`config.mk`:
```
export PLATFORM = sky130hd
export DESIGN_NAME = p4fs_top
export DESIGN_NICKNAME = d
export VERILOG_FILES = /design/src/design/p4fs_top.v /design/src/design/p4fs_sync.v
export VERILOG_INCLUDE_DIRS = /design/src /design/src/design
export SDC_FILE = /design/constraint.sdc
export NUM_CORES = 1
export LEC_CHECK = 0
export ABC_CLOCK_PERIOD_IN_PS = 1900
export BUFFER_PORTS_ARGS = -buffer_cell sky130_fd_sc_hd__buf_2
export CAP_MARGIN = 20
export CORE_MARGIN = 1
export CORE_UTILIZATION = 50
export CTS_CLUSTER_SIZE = 30
export DETAILED_ROUTE_END_ITERATION = 8
export PLACE_DENSITY = 0.77
export RECOVER_POWER = 50
export SYNTH_ARGS = -nofsm -noshare
export SYNTH_HDL_FRONTEND = slang
export SYNTH_SLANG_ARGS = --single-unit
export TNS_END_PERCENT = 100
```
`constraint.sdc`:
```
create_clock -name i_clk -period 1.9 [get_ports i_clk]
set_input_delay 0.095 -clock i_clk [delete_from_list [all_inputs] [get_ports i_clk]]
set_output_delay 0.095 -clock i_clk [all_outputs]
set_load 0.005 [all_outputs]
```
`src/design/p4fs_defs.vh`:
```
/*
 constants for the port 4 pin function select block.
 assumes a 32-bit avalon-mm slave with byte addresses.
*/
`ifndef P4FS_DEFS_VH
`define P4FS_DEFS_VH

// ----------------------------------------
// register indexes and byte addresses
// ----------------------------------------
`define P4FS_IDX_DATA    16'hf220
`define P4FS_IDX_DIR     16'hf221
`define P4FS_IDX_DRV_LO  16'hf222
`define P4FS_IDX_DRV_HI  16'hf223
`define P4FS_IDX_FSEL_LO 16'hf224
`define P4FS_IDX_FSEL_HI 16'hf225
`define P4FS_ADDR_DATA    {`P4FS_IDX_DATA, 2'h0}
`define P4FS_ADDR_DIR     {`P4FS_IDX_DIR, 2'h0}
`define P4FS_ADDR_DRV_LO  {`P4FS_IDX_DRV_LO, 2'h0}
`define P4FS_ADDR_DRV_HI  {`P4FS_IDX_DRV_HI, 2'h0}
`define P4FS_ADDR_FSEL_LO {`P4FS_IDX_FSEL_LO, 2'h0}
`define P4FS_ADDR_FSEL_HI {`P4FS_IDX_FSEL_HI, 2'h0}

// ----------------------------------------
// reset values
// ----------------------------------------
`define P4FS_RST_BYTE 8'h00
`define P4FS_RST_FHI  3'h0

// ----------------------------------------
// field layout
// ----------------------------------------
`define P4FS_FHI_BITS 3
`define P4FS_HI_PAD   5'h00
`define P4FS_WORD_PAD 16'h0000

// ----------------------------------------
// encodings
// ----------------------------------------
`define P4FS_DIR_OUT   1'b0
`define P4FS_FUNC_GPIO 2'h0
`define P4FS_FUNC_SER1 2'h1
`define P4FS_FUNC_SER0 2'h2
`define P4FS_FUNC_BAD  2'h3
`define P4FS_DRV_HIZ   2'h0
`define P4FS_DRV_PCH   2'h1
`define P4FS_DRV_NCH   2'h2
`define P4FS_DRV_CMOS  2'h3
`define P4FS_IN_PD     2'h1
`define P4FS_IN_PU     2'h2

`endif

```
`src/design/p4fs_top.v`:
```
/*
 port 4: eight gpio pins with drive options and a
 function select handing pins 0..2 to two serial ports.
 assumes an avalon-mm master on i_clk, pad cells that
 resolve out/oe/pull signals, serial ports on i_clk.
*/
// Notes on behaviour
// - pin 0 field: gpio, serial1_data_in, serial0_data_in, bad
// - pin 1 field: gpio, serial1_clock, serial0_clock, bad
// - pin 2 field: gpio, serial1_data_out, serial0_data_out, bad
// - selects reset zero, high upper bits zero
// - low select takes byte or word access
// - bad code: hiz, pch outputs float
// - bad code: nch, cmos outputs forced low
// - one direction bit per pin
// - output drive: hiz, pch, nch, cmos
// - input: hiz, pull-down or pull-up
// - reset leaves pins hiz outputs
// - output pin follows data register bit
// - input mode read returns pin level
// - low three pins carry serial functions
// - direction 0 output, 1 input
// - drive field codes per mode
`include "p4fs_defs.vh"

module p4fs_top #(
    parameter PINS = 8
) (
    input  wire            i_clk,
    input  wire            i_rst_n,
    input  wire [17:0]     i_avs_address,
    input  wire            i_avs_read,
    input  wire            i_avs_write,
    input  wire [31:0]     i_avs_writedata,
    input  wire [3:0]      i_avs_byteenable,
    output reg  [31:0]     o_avs_readdata,
    output wire            o_avs_waitrequest,
    input  wire [PINS-1:0] i_pin_in,
    output reg  [PINS-1:0] o_pin_out,
    output reg  [PINS-1:0] o_pin_oe,
    output reg  [PINS-1:0] o_pull_up,
    output reg  [PINS-1:0] o_pull_down,
    input  wire            i_serial0_clock_out,
    input  wire            i_serial0_data_out,
    input  wire            i_serial1_clock_out,
    input  wire            i_serial1_data_out,
    output reg             o_serial0_data_in,
    output reg             o_serial0_clock_in,
    output reg             o_serial1_data_in,
    output reg             o_serial1_clock_in
);

// ----------------------------------------
// states
// ----------------------------------------
localparam ST_IDLE = 1'b0;
localparam ST_ACK  = 1'b1;

// ----------------------------------------
// functions
// ----------------------------------------
// byte-lane merge of an 8-bit register
function [7:0] p4fs_merge;
    input [7:0] old;
    input [7:0] wdat;
    input       be;
    begin
        p4fs_merge = be ? wdat : old;
    end
endfunction

// pad drive {oe, out, pull_up, pull_down}
function [3:0] p4fs_drive;
    input       dir;
    input [1:0] cfg;
    input       dat;
    input       bad;
    begin
        p4fs_drive = 4'h0;
        if (dir == `P4FS_DIR_OUT) begin
            case (cfg)
                `P4FS_DRV_HIZ: begin
                    p4fs_drive = 4'h0;
                end
                `P4FS_DRV_PCH: begin
                    // high only; bad code floats
                    if (dat && !bad) begin
                        p4fs_drive = 4'hc;
                    end
                end
                `P4FS_DRV_NCH: begin
                    if (!dat || bad) begin
                        p4fs_drive = 4'h8;
                    end
                end
                `P4FS_DRV_CMOS: begin
                    if (bad) begin
                        p4fs_drive = 4'h8;
                    end else begin
                        p4fs_drive = {1'b1, dat, 2'h0};
                    end
                end
                default: begin
                    p4fs_drive = 4'h0;
                end
            endcase
        end else begin
            case (cfg)
                `P4FS_IN_PD: begin
                    p4fs_drive = 4'h1;
                end
                `P4FS_IN_PU: begin
                    p4fs_drive = 4'h2;
                end
                default: begin
                    p4fs_drive = 4'h0;
                end
            endcase
        end
    end
endfunction

// output source of a serial-capable pin
function p4fs_source;
    input [1:0] func;
    input       gpio;
    input       ser1;
    input       ser0;
    begin
        case (func)
            `P4FS_FUNC_SER1: begin
                p4fs_source = ser1;
            end
            `P4FS_FUNC_SER0: begin
                p4fs_source = ser0;
            end
            default: begin
                p4fs_source = gpio;
            end
        endcase
    end
endfunction

// ----------------------------------------
// registers
// ----------------------------------------
reg                      state;
reg                      next_state;
reg  [PINS-1:0]          data_reg;
reg  [PINS-1:0]          dir_reg;
reg  [PINS-1:0]          drv_lo;
reg  [PINS-1:0]          drv_hi;
reg  [7:0]               fsel_lo;
reg  [`P4FS_FHI_BITS-1:0] fsel_hi;
reg  [31:0]              next_rdata;
reg  [PINS-1:0]          next_out;
reg  [PINS-1:0]          next_oe;
reg  [PINS-1:0]          next_pu;
reg  [PINS-1:0]          next_pd;
reg  [PINS-1:0]          src;
reg  [3:0]               drv;
wire [PINS-1:0]          pin_sync;
wire [PINS-1:0]          pin_read;
wire [1:0]               func0;
wire [1:0]               func1;
wire [1:0]               func2;
wire                     req;
wire                     commit;
wire [7:0]               wb0;
wire [7:0]               wb1;
integer                  n;

// ----------------------------------------
// pin input synchroniser
// ----------------------------------------
p4fs_sync #(
    .WIDTH (PINS)
) u_sync (
    .i_clk   (i_clk),
    .i_rst_n (i_rst_n),
    .i_async (i_pin_in),
    .o_sync  (pin_sync)
);

// ----------------------------------------
// bus handshake
// ----------------------------------------
// one wait state gives time to register readdata
assign req               = i_avs_read | i_avs_write;
assign o_avs_waitrequest = req & (state == ST_IDLE);
assign commit            = i_avs_write & (state == ST_ACK);
assign wb0               = i_avs_writedata[7:0];
assign wb1               = i_avs_writedata[15:8];

always @* begin
    case (state)
        ST_IDLE: begin
            next_state = req ? ST_ACK : ST_IDLE;
        end
        ST_ACK: begin
            next_state = ST_IDLE;
        end
        default: begin
            next_state = ST_IDLE;
        end
    endcase
end

always @(posedge i_clk or negedge i_rst_n) begin
    if (!i_rst_n) begin
        state <= ST_IDLE;
    end else begin
        state <= next_state;
    end
end

// ----------------------------------------
// register writes
// ----------------------------------------
always @(posedge i_clk or negedge i_rst_n) begin
    if (!i_rst_n) begin
        data_reg <= `P4FS_RST_BYTE;
        dir_reg  <= `P4FS_RST_BYTE;
        drv_lo   <= `P4FS_RST_BYTE;
        drv_hi   <= `P4FS_RST_BYTE;
        fsel_lo  <= `P4FS_RST_BYTE;
        fsel_hi  <= `P4FS_RST_FHI;
    end else if (commit) begin
        case (i_avs_address)
            `P4FS_ADDR_DATA: begin
                data_reg <= p4fs_merge(data_reg, wb0, i_avs_byteenable[0]);
            end
            `P4FS_ADDR_DIR: begin
                dir_reg <= p4fs_merge(dir_reg, wb0, i_avs_byteenable[0]);
            end
            `P4FS_ADDR_DRV_LO: begin
                // word view covers the high drive byte
                drv_lo <= p4fs_merge(drv_lo, wb0, i_avs_byteenable[0]);
                drv_hi <= p4fs_merge(drv_hi, wb1, i_avs_byteenable[1]);
            end
            `P4FS_ADDR_DRV_HI: begin
                drv_hi <= p4fs_merge(drv_hi, wb0, i_avs_byteenable[0]);
            end
            `P4FS_ADDR_FSEL_LO: begin
                fsel_lo <= p4fs_merge(fsel_lo, wb0, i_avs_byteenable[0]);
                if (i_avs_byteenable[1]) begin
                    fsel_hi <= wb1[`P4FS_FHI_BITS-1:0];
                end
            end
            `P4FS_ADDR_FSEL_HI: begin
                if (i_avs_byteenable[0]) begin
                    fsel_hi <= wb0[`P4FS_FHI_BITS-1:0];
                end
            end
            default: begin
                data_reg <= data_reg;
            end
        endcase
    end
end

// ----------------------------------------
// register reads
// ----------------------------------------
// input-mode bits show the pin, output bits the latch;
// a read-modify-write thus copies pin levels into
// the latch of input bits
genvar g;
generate
    for (g = 0; g < PINS; g = g + 1) begin : g_read
        assign pin_read[g] = (dir_reg[g] == `P4FS_DIR_OUT) ?
                             data_reg[g] : pin_sync[g];
    end
endgenerate

always @* begin
    case (i_avs_address)
        `P4FS_ADDR_DATA: begin
            next_rdata = {24'h000000, pin_read};
        end
        `P4FS_ADDR_DIR: begin
            next_rdata = {24'h000000, dir_reg};
        end
        `P4FS_ADDR_DRV_LO: begin
            next_rdata = {`P4FS_WORD_PAD, drv_hi, drv_lo};
        end
        `P4FS_ADDR_DRV_HI: begin
            next_rdata = {24'h000000, drv_hi};
        end
        `P4FS_ADDR_FSEL_LO: begin
            next_rdata = {`P4FS_WORD_PAD, `P4FS_HI_PAD, fsel_hi,
                          fsel_lo};
        end
        `P4FS_ADDR_FSEL_HI: begin
            next_rdata = {24'h000000, `P4FS_HI_PAD, fsel_hi};
        end
        default: begin
            next_rdata = 32'h00000000;
        end
    endcase
end

always @(posedge i_clk or negedge i_rst_n) begin
    if (!i_rst_n) begin
        o_avs_readdata <= 32'h00000000;
    end else if (i_avs_read && state == ST_IDLE) begin
        o_avs_readdata <= next_rdata;
    end
end

// ----------------------------------------
// function fields
// ----------------------------------------
assign func0 = {fsel_hi[0], fsel_lo[0]};
assign func1 = {fsel_hi[1], fsel_lo[1]};
assign func2 = {fsel_hi[2], fsel_lo[2]};

// ----------------------------------------
// pad drive
// ----------------------------------------
// the direction bit still governs serial pins, so the
// serial clock pin is output or input as software sets
always @* begin
    src    = data_reg;
    src[1] = p4fs_source(func1, data_reg[1],
                         i_serial1_clock_out,
                         i_serial0_clock_out);
    src[2] = p4fs_source(func2, data_reg[2],
                         i_serial1_data_out,
                         i_serial0_data_out);
    next_out = {PINS{1'b0}};
    next_oe  = {PINS{1'b0}};
    next_pu  = {PINS{1'b0}};
    next_pd  = {PINS{1'b0}};
    drv      = 4'h0;
    for (n = 0; n < PINS; n = n + 1) begin
        drv = p4fs_drive(dir_reg[n], {drv_hi[n], drv_lo[n]},
                         src[n], (n == 0 && func0 == `P4FS_FUNC_BAD) ||
                         (n == 1 && func1 == `P4FS_FUNC_BAD) ||
                         (n == 2 && func2 == `P4FS_FUNC_BAD));
        next_oe[n]  = drv[3];
        next_out[n] = drv[2];
        next_pu[n]  = drv[1];
        next_pd[n]  = drv[0];
    end
end

always @(posedge i_clk or negedge i_rst_n) begin
    if (!i_rst_n) begin
        o_pin_out   <= {PINS{1'b0}};
        o_pin_oe    <= {PINS{1'b0}};
        o_pull_up   <= {PINS{1'b0}};
        o_pull_down <= {PINS{1'b0}};
    end else begin
        o_pin_out   <= next_out;
        o_pin_oe    <= next_oe;
        o_pull_up   <= next_pu;
        o_pull_down <= next_pd;
    end
end

// ----------------------------------------
// serial port inputs
// ----------------------------------------
// unselected ports see a steady low
always @(posedge i_clk or negedge i_rst_n) begin
    if (!i_rst_n) begin
        o_serial0_data_in  <= 1'b0;
        o_serial0_clock_in <= 1'b0;
        o_serial1_data_in  <= 1'b0;
        o_serial1_clock_in <= 1'b0;
    end else begin
        o_serial0_data_in  <= (func0 == `P4FS_FUNC_SER0) & pin_sync[0];
        o_serial1_data_in  <= (func0 == `P4FS_FUNC_SER1) & pin_sync[0];
        o_serial0_clock_in <= (func1 == `P4FS_FUNC_SER0) & pin_sync[1];
        o_serial1_clock_in <= (func1 == `P4FS_FUNC_SER1) & pin_sync[1];
    end
end

endmodule // p4fs_top

```
`src/design/p4fs_sync.v`:
```
/*
 two flip-flop synchroniser for the port pins.
 assumes asynchronous pin levels and one system clock.
*/
module p4fs_sync #(
    parameter WIDTH = 8
) (
    input  wire             i_clk,
    input  wire             i_rst_n,
    input  wire [WIDTH-1:0] i_async,
    output reg  [WIDTH-1:0] o_sync
);

// ----------------------------------------
// stages
// ----------------------------------------
// first stage feeds only the second
reg [WIDTH-1:0] meta;

always @(posedge i_clk or negedge i_rst_n) begin
    if (!i_rst_n) begin
        meta   <= {WIDTH{1'b0}};
        o_sync <= {WIDTH{1'b0}};
    end else begin
        meta   <= i_async;
        o_sync <= meta;
    end
end

endmodule // p4fs_sync

```
==> results of run 1 <==
## area by class of cell
class	instances	area, um2	area share (%)
flip-flops and latches	112	2800	47.1
multi-input cells	274	1900	31.9
repair buffers	146	857	14.4
well taps	129	161	2.71
clock buffers	11	151	2.54
clock inverters	5	61.3	1.03
inverters	6	22.5	0.378
## timing repair
item,in CTS,in global routing
gates resized for setup,0,0
hold buffers,9,0
endpoints found under the hold margin,34,0
## logic make-up after synthesis
kind of cell	count (synthesis)	synth area share, %
AND/OR/NAND/NOR	142	16.4
multiplexers	62	13.7
flip-flops	112	57.9
other	1	0.0774
adder cells (fa/ha/maj)	6	1.55
AO/OA/AOI/OAI	48	6.25
buffers and inverters	36	4.08
## power by group through the flow
stage               logic (uW)  registers (uW)  clock network [uW]
floorplan                  145            2510                   0
global placement           323            2520                   0
detailed placement         331            2520                   0
CTS                        347            2470                1500
global route               384            2480                1600
finish                     340            2470                1470
## per-stage QoR
stage               utilization [%]  worst slack, ps  cells
floorplan                         -              124    422
global placement               60.8            -26.0    658
detailed placement             60.8            -52.7    658
CTS                            64.0              233    683
global route                   63.8              201    683
finish                         63.8              246    683
## metal layers
metal	global-route usage [%]	vias to the layer above
li1	-	1693
met3	3.83	25
met4	9.48	0
met5	0	-
met1	30.3	1718
met2	38.2	115
## worst max-delay path by stage
stage / from / to / cells after the start
floorplan: i_avs_address[9] / data_reg[0]$_DFFE_PN0P_ / 5
global placement: i_avs_address[9] / drv_lo[7]$_DFFE_PN0P_ / 6
detailed placement: i_avs_address[9] / drv_lo[0]$_DFFE_PN0P_ / 6
CTS: fsel_lo[1]$_DFFE_PN0P_ / o_pin_oe[1]$_DFF_PN0_ / 6
global route: fsel_lo[1]$_DFFE_PN0P_ / o_pin_oe[1]$_DFF_PN0_ / 6
finish: fsel_lo[1]$_DFFE_PN0P_ / o_pin_oe[1]$_DFF_PN0_ / 6
## cells in the final DEF (no fill, tap or decap), drive strengths merged, types with 2 or more instances in the layout
cell type / instances
ha: 6
a31oi: 5
clkbuf: 15
conb: 16
inv: 7
nor3b: 7
nor3: 5
nand2: 37
nor4b: 2
nand3: 11
o21ai: 17
a2bb2oi: 2
nor2: 38
nand2b: 2
and3b: 15
mux2: 35
dfrtp: 112
a22oi: 4
or3: 3
and3: 3
clkinv: 3
and2: 2
o211ai: 3
a221oi: 6
mux2i: 27
a21oi: 8
nor2b: 4
dlygate4sd3: 9
nor4: 2
buf: 133
nand4: 4
## critical path: stages, from the launching register on
cell and delay (ps):
dfrtp_1 400, inv_1 80, ha_1 320, nor2b_1 140, nor3_1 300, mux2i_1 240
nor2_1 60
==> results.ini, run 1 <==
[sta]
maxSlewHeadroom_pct = 53.0
rsz0062_at_grt = no
hold_viol = 0
hold_slack_ps = 12.8
fmax_mhz = 604
min_period_ps = 1650
tightest_slew_ps = 705
setup_viol = 0
period_share_pct = 87.1
drv_slew = 0
fin_setup_tns_ps = 0
clock_skew_ps = 12.5

[logic_synthesis]
seq_area_frac_synth_pct = 57.9
synth-async-reset-ratio_pct = 100
synth-seq-cells = 112
ys_top_cells_by_count = dfrtp_1 (112), nor2_1 (38), nand2_1 (37), mux2_2 (32), mux2i_1 (27)
postSynthCellCount = 407
synth-edff-count = 0
synth-main-ff-cell = dfrtp_1
synth.most_common_cell = dfrtp_1
yosysTopAreaCellShare_pct = 57.9
synth_cell_types = 47
ys_top_cells_by_area = dfrtp_1 (58%), mux2_2 (7.4%), mux2i_1 (5.6%), nor2_1 (2.9%), nand2_1 (2.9%)
synth_area_um2 = 4840
yosys.area.top_type = dfrtp_1
ys_warn_count = 0
avgSynthCellArea_um2 = 11.9

[cells_and_area]
drive_gt1_share_pct = 33.9
nets = 625
final_area_um2 = 5950
fillCellCount = 763
antenna_cells_inserted = 0
largest_reg_flops = 16
largest_register = o_avs_readdata
syn2layout_area_growth_pct = 23.0

[clock_network]
cts_tree = built
clkTransAtPathRegs_ps = 100
clk_latency_ps = 360
cts_sinks = 112
cts-buffers-inserted = 9
clock_path_buffers = 2
cts_setup_buffers = 0
h-tree-depth = 3
root_buffer = clkbuf_8

[run_status]
outcome = finished, final reports clean

[detailed_routing]
via_per_inst = 5.20
wl_per_cell_um = 15.9
num_vias = 3551
dr_wl_met3_um = 534
wl_met1_mm = 4.75
routed_wl_mm = 10.9
dr.pass1.iters = 4
remaining_drc_errors = 0
highest_layer = met4
route.met2.wl_mm = 5.30
final_antenna_net_count = 0
drt-initial-drc-count = 206

[pwr]
power.leakage_uw = 0.00311
powerDensity_nw_per_um2 = 718
p_seq_share_pct = 57.8
power.total_uw = 4280
combPwrFrac_pct = 7.9
clockPowerShare_pct = 34.3
power_switching_uw = 1000
p_int_uw = 3270
switching_share_pct = 23.5
ir_drop_mv = 0.424

[critical_path]
r2r_slack_ps = 250
r2r_end = o_pin_oe[1]$_DFF_PN0_
endpoint_kind = register
regToRegStartpoint = fsel_lo[1]$_DFFE_PN0P_
cp.required_ps = 2150
rr_worst_depth = 6
cp-start-kind = register
critPathMaxFanout = 4
critical_path_class = register to register
crit_arrival_ps = 1910

[global_route]
grt_first_pass_wirelength_mm = 17.4
antenna_found_initial = 0
grt_pass1_vias = 3466
grtUsageTotal_pct = 23.0
grt_max_degree = 56
grt_overflow = 0

[place]
placed_cell_area_um2 = 5670
hpwlAfterDp_mm = 8.02
port_buffers = 104
place_congestion = 0.860

[die]
ios = 139
die_h_um = 100
start_util_pct = 51.9
rows = 35
core_region_area_um2 = 9330
fp.dieW_um = 100
dieArea_um2 = 10100

[worst_hold_path]
hold_class = input port to register
min_delay_worst_endpoint = drv_hi[3]$_DFFE_PN0P_
hold_path_depth = 3
min_from = i_avs_writedata[11]

[job]
max_cap_viol_count = 0

Note: power is estimated with default switching activity, not from simulation.
==> run 2: changes to the inputs <==
Settings changed: MAX_ROUTING_LAYER set to met4, PLACE_DENSITY 0.77 to not set, PLACE_DENSITY_LB_ADDON set to 0.25, SYNTH_HIERARCHICAL set to 1.
==> run 2 against run 1 <==
Net effect:
- routed wire length increased by 2.7%
- final cell count decreased by 0.29%
- non-clock buffer count decreased by 2
- design area increased by 0.40%
- sequential share of layout area decreased by 0.19 points
- power decreased by 4.6%
- critical path type unchanged
==> results.ini, run 2 <==
[critical_path]
crit_arrival_ps = 1910
cp-start-kind = register
crit_path_top_delay_cell = dfrtp_1
path_cells = and3_1 > and4_1 > buf_4 > mux2_2
cpPeakStageDelay_ps = 430
cp.required_ps = 2170
critical_path_class = register to register
endpoint_kind = register
critPathMaxFanout = 6

[cells_and_area]
final_common_cell = dfrtp_1
fillCellCount = 759
drive_gt1_share_pct = 36.1
antenna_cells_inserted = 0
nets = 623
register_area_um2 = 2800
multi_input_area_um2 = 1940
syn2layout_area_growth_pct = 22.5
largest_reg_flops = 16
final_cell_mix = dfrtp_1 (112), buf_2 (103), mux2_2 (40)
instances_no_fill = 681
largest_register = o_avs_readdata

[place]
port_buffers = 104
hpwlAfterDp_mm = 7.89
dp.cells = 655
pre_cts_ws_ps = 45.4
place_congestion = 0.902

[logic_synthesis]
ys_top_cells_by_count = dfrtp_1 (112), mux2_2 (40), nand2_1 (37), nor2_1 (36), mux2i_1 (25)
synth_cell_types = 41
ys_top_cells_by_area = dfrtp_1 (57%), mux2_2 (9.2%), mux2i_1 (5.1%), nand2_1 (2.8%), nor2_1 (2.8%)
synth.most_common_cell = dfrtp_1
synth_area_um2 = 4880
ys_warn_count = 6
synth_top_family_by_area = simple AND/OR/NAND/NOR gates
synth-compound-area-share_pct = 7.69
yosys.area_share.simple_pct = 15.0
synth-async-reset-ratio_pct = 100
avgSynthCellArea_um2 = 12.1
synth-main-ff-cell = dfrtp_1
synthMuxAreaShare_pct = 14.4
synthXorXnorAreaFrac_pct = 0
synth-edff-count = 0
seq_area_frac_synth_pct = 57.5
yosysTopAreaCellShare_pct = 57.5
synth-seq-cells = 112
synth-adder-area-share_pct = 1.54
postSynthCellCount = 404
yosys.area.top_type = dfrtp_1

[pwr]
p_seq_share_pct = 59.6
power.leakage_uw = 0.00314
powerDensity_nw_per_um2 = 682
switching_share_pct = 24.4
ir_drop_mv = 0.323
clockPowerShare_pct = 33.8
combPwrFrac_pct = 6.6
power_switching_uw = 994
p_int_uw = 3080

[die]
start_util_pct = 52.3
core_region_area_um2 = 9330
rows = 35
fp.dieW_um = 101
ios = 139
die_h_um = 101
dieArea_um2 = 10200

[detailed_routing]
remaining_drc_errors = 0
dr.pass1.iters = 4
num_vias = 3511
routed_wl_mm = 11.2
drt-initial-drc-count = 141
via_per_inst = 5.16
final_antenna_net_count = 0
wl_per_cell_um = 16.4

[global_route]
grt_first_pass_wirelength_mm = 17.5
grtUsageTotal_pct = 23.8
grt_max_degree = 113
grt_pass1_vias = 3458
grt_overflow = 0
antenna_found_initial = 0

[sta]
fin_ws_ps = 256
fin_setup_tns_ps = 0
tightest_slew_ps = 582
clock_skew_ps = 13.8
min_period_ps = 1640
drv_slew = 0
fmax_mhz = 608
rsz0062_at_grt = no
hold_viol = 0
period_share_pct = 86.5
setup_viol = 0
hold_slack_ps = 14.7
maxSlewHeadroom_pct = 61.2

[clock_network]
clkTransAtPathRegs_ps = 100
cts-buffers-inserted = 9
clock_path_buffers = 2
root_buffer = clkbuf_8
h-tree-depth = 3
cts_tree = built
cts_sinks = 112
clk_latency_ps = 380
cts-resized-gates = 0

[worst_hold_path]
hold_class = input port to register

[run_status]
outcome = finished, final reports clean

[job]
max_cap_viol_count = 0

-- run 2: metal layers --
metal  up-vias  track usage (%)  part of all wire [%]
li1       1681                -                     -
met1      1709             31.9                    46
met2       108             36.8                    48
met3        13             4.16                   5.0
met4         0             8.70                   1.7
met5         -                -                     0
-- run 2: worst paths after layout --
kind / from / cells past startpoint / end / slack, ps
max in group asynchronous: i_rst_n / 3 / o_pin_out[7]$_DFF_PN0_ / 1070
worst max register to register: state$_DFF_PN0_ / 4 / data_reg[4]$_DFFE_PN0P_ / 260
worst min-delay path: i_avs_writedata[7] / 2 / dir_reg[7]$_DFFE_PN0P_ / 10
worst max-delay path: state$_DFF_PN0_ / 4 / data_reg[4]$_DFFE_PN0P_ / 260
worst min register to register: u_sync/meta[6]$_DFF_PN0_ / 0 / u_sync/o_sync[6]$_DFF_PN0_ / 360
min in group asynchronous: i_rst_n / 3 / o_serial1_clock_in$_DFF_PN0_ / 400
-- run 2: timing repair --
action                    4_1_cts  5_1_grt
hold endpoints to repair      121        0
buffers inserted                0        0
hold buffers                   10        0
-- run 2: cell families (layout without fill, tap and decap cells) --
| family | after synthesis | after routing |
|---|---|---|
| simple gates | 125 | 125 |
| buf+inv | 33 | 166 |
| other cells | 1 | 16 |
| compound gates | 62 | 62 |
| fa+ha+maj | 6 | 6 |
| flops | 112 | 112 |
| mux | 65 | 65 |
-- run 2: metrics by stage --
stage | util (%) | total power [uW] | area, um2
6_report | 64.1 | 4080 | 5980
3_3_place_gp | 61.0 | 2730 | 5690
3_5_place_dp | 61.0 | 2730 | 5690
2_1_floorplan | - | 2580 | 4930
4_1_cts | 64.1 | 4110 | 5980
5_1_grt | 64.1 | 4250 | 5980
-- run 2: power groups by stage --
stage | registers [uW] | clock network (uW) | logic (uW)
6_report | 2430 | 1380 | 270
5_1_grt | 2430 | 1510 | 301
3_3_place_gp | 2470 | 0 | 253
2_1_floorplan | 2470 | 0 | 105
4_1_cts | 2430 | 1410 | 273
3_5_place_dp | 2480 | 0 | 256
-- run 2: critical path, delay by kind of cell (launching register included) --
| kind | cells | cell delay (ps) |
|---|---|---|
| DFF | 1 | 430 |
| buffers and inverters | 1 | 200 |
| muxes | 1 | 340 |
| and+or+nand+nor | 2 | 560 |
-- run 2: area by class of cell --
class	count	area share (%)
tap	129	2.70
clock buffer	12	2.60
clock inverter	4	0.628
inverter	6	0.377
sequential	112	46.9
multi-input combinational	274	32.5
timing repair buffer	144	14.3
==> run 3: changes to the inputs <==
Settings changed: RECOVER_POWER 50 to not set.
==> run 3 against run 2 <==
Net effect:
- via count about the same
- worst setup slack about the same
- routed wire length about the same
- critical endpoint unchanged
- largest power group unchanged
- global-route usage unchanged
- clock skew about the same
- highest routed layer unchanged
- critical path type unchanged
- utilization about the same
- maximum frequency unchanged
- count of clock-buffer cells in the layout unchanged
- largest cell class unchanged
- power about the same
- sequential share of layout area about the same
- combinational power about the same
- register-to-register slack about the same
==> results.ini, run 3 (synthesis gave the netlist of run 2 again) <==
[cells_and_area]
fillCellCount = 759
final_common_cell = dfrtp_1
largest_reg_flops = 16
syn2layout_area_growth_pct = 22.6
final_cell_mix = dfrtp_1 (112), buf_2 (103), mux2_2 (40)
largest_register = o_avs_readdata
instances_no_fill = 681
drive_gt1_share_pct = 36.2
nets = 623
antenna_cells_inserted = 0

[place]
dp.cells = 655
place_congestion = 0.902
hpwlAfterDp_mm = 7.89
port_buffers = 104

[sta]
tightest_slew_ps = 581
clock_skew_ps = 13.8
drv_slew = 0
hold_viol = 0
fmax_mhz = 608
hold_slack_ps = 14.7
fin_setup_tns_ps = 0
rsz0062_at_grt = no
setup_viol = 0
period_share_pct = 86.5
maxSlewHeadroom_pct = 61.3
min_period_ps = 1640

[critical_path]
crit_path_top_delay_cell = dfrtp_1
critical_path_class = register to register
cp-start-kind = register
regToRegStartpoint = state$_DFF_PN0_
r2r_slack_ps = 260
path_cells = and3_1 > and4_1 > buf_4 > mux2_2
cp.required_ps = 2170
rr_worst_depth = 4
critPathMaxFanout = 6
r2r_end = data_reg[4]$_DFFE_PN0P_
crit_arrival_ps = 1910
cpPeakStageDelay_ps = 430
endpoint_kind = register

[detailed_routing]
routed_wl_mm = 11.2
dr.pass1.iters = 4
num_vias = 3510
drt-initial-drc-count = 141
remaining_drc_errors = 0
final_antenna_net_count = 0
wl_per_cell_um = 16.4
via_per_inst = 5.15

[worst_hold_path]
hold_path_depth = 2
hold_class = input port to register
min_from = i_avs_writedata[7]
min_delay_worst_endpoint = dir_reg[7]$_DFFE_PN0P_

[clock_network]
cts-buffers-inserted = 9
cts_setup_buffers = 0
clkTransAtPathRegs_ps = 100
h-tree-depth = 3
cts_sinks = 112
ctsHoldBuffers = 10
cts_tree = built
clock_path_buffers = 2
clk_latency_ps = 380
root_buffer = clkbuf_8
cts-resized-gates = 0

[die]
die_h_um = 101
ios = 139
fp.dieW_um = 101
dieArea_um2 = 10200
rows = 35
core_region_area_um2 = 9330
start_util_pct = 52.3

[global_route]
grt_max_degree = 113
grt_first_pass_wirelength_mm = 17.5
antenna_found_initial = 0
grtUsageTotal_pct = 23.8
grt_pass1_vias = 3458
grt_overflow = 0

[job]
max_cap_viol_count = 0

[pwr]
power.leakage_uw = 0.00314
ir_drop_mv = 0.323
powerDensity_nw_per_um2 = 682

[run_status]
outcome = finished, final reports clean

run 3: cell count changes in the layout (fill, tap and decap cells not counted):
cell      delta
buf_4        +1
clkbuf_1     -1
run 3: how the worst max path moves through the flow:
stage / startpoint / end / cells after the start
2_1_floorplan: i_avs_address[9] / data_reg[0]$_DFFE_PN0P_ / 6
3_3_place_gp: i_avs_address[1] / fsel_hi[0]$_DFFE_PN0P_ / 6
3_5_place_dp: i_avs_address[9] / data_reg[5]$_DFFE_PN0P_ / 7
4_1_cts: state$_DFF_PN0_ / data_reg[2]$_DFFE_PN0P_ / 4
5_1_grt: fsel_lo[2]$_DFFE_PN0P_ / o_pin_oe[2]$_DFF_PN0_ / 6
6_report: state$_DFF_PN0_ / data_reg[4]$_DFFE_PN0P_ / 4
run 3: layout make-up:
cell class / count / area, um2 / share of cell area (%)
Clock buffer: 12 / 155 / 2.59
Clock inverter: 4 / 37.5 / 0.627
Inverter: 6 / 22.5 / 0.376
Multi-Input combinational cell: 274 / 1940 / 32.5
Sequential cell: 112 / 2800 / 46.9
Tap cell: 129 / 161 / 2.70
Timing Repair Buffer: 144 / 861 / 14.4
run 3: through the flow:
| step | setup slack [ps] | power, uW | utilization [%] | instance area, um2 |
|---|---|---|---|---|
| after global placement | 88.9 | 2730 | 61.0 | 5690 |
| final | 256 | 4080 | 64.1 | 5980 |
| after CTS | 262 | 4110 | 64.1 | 5980 |
| after global routing | 177 | 4250 | 64.1 | 5980 |
| after detailed placement | 45.4 | 2730 | 61.0 | 5690 |
| after floorplan | 275 | 2580 | - | 4930 |
run 3: critical path, delay by kind of cell (launching register included):
family | cells | cell delay, ps
flip-flops | 1 | 430
multiplexers | 1 | 340
AND/OR/NAND/NOR | 2 | 560
buffers and inverters | 1 | 200
run 3: power breakdown:
part | switching, uW | internal, uW | leakage, uW
logic | 166 | 106 | 0.00152
registers | 15.9 | 2410 | 0.00152
clock network | 812 | 567 | 0.0000987
total | 994 | 3090 | 0.00314
run 3: metal layers:
metal | track usage, % | routed length [um]
met1 | 31.9 | 5100
met2 | 36.8 | 5320
met3 | 4.16 | 564
met4 | 8.70 | 189
met5 | - | 0
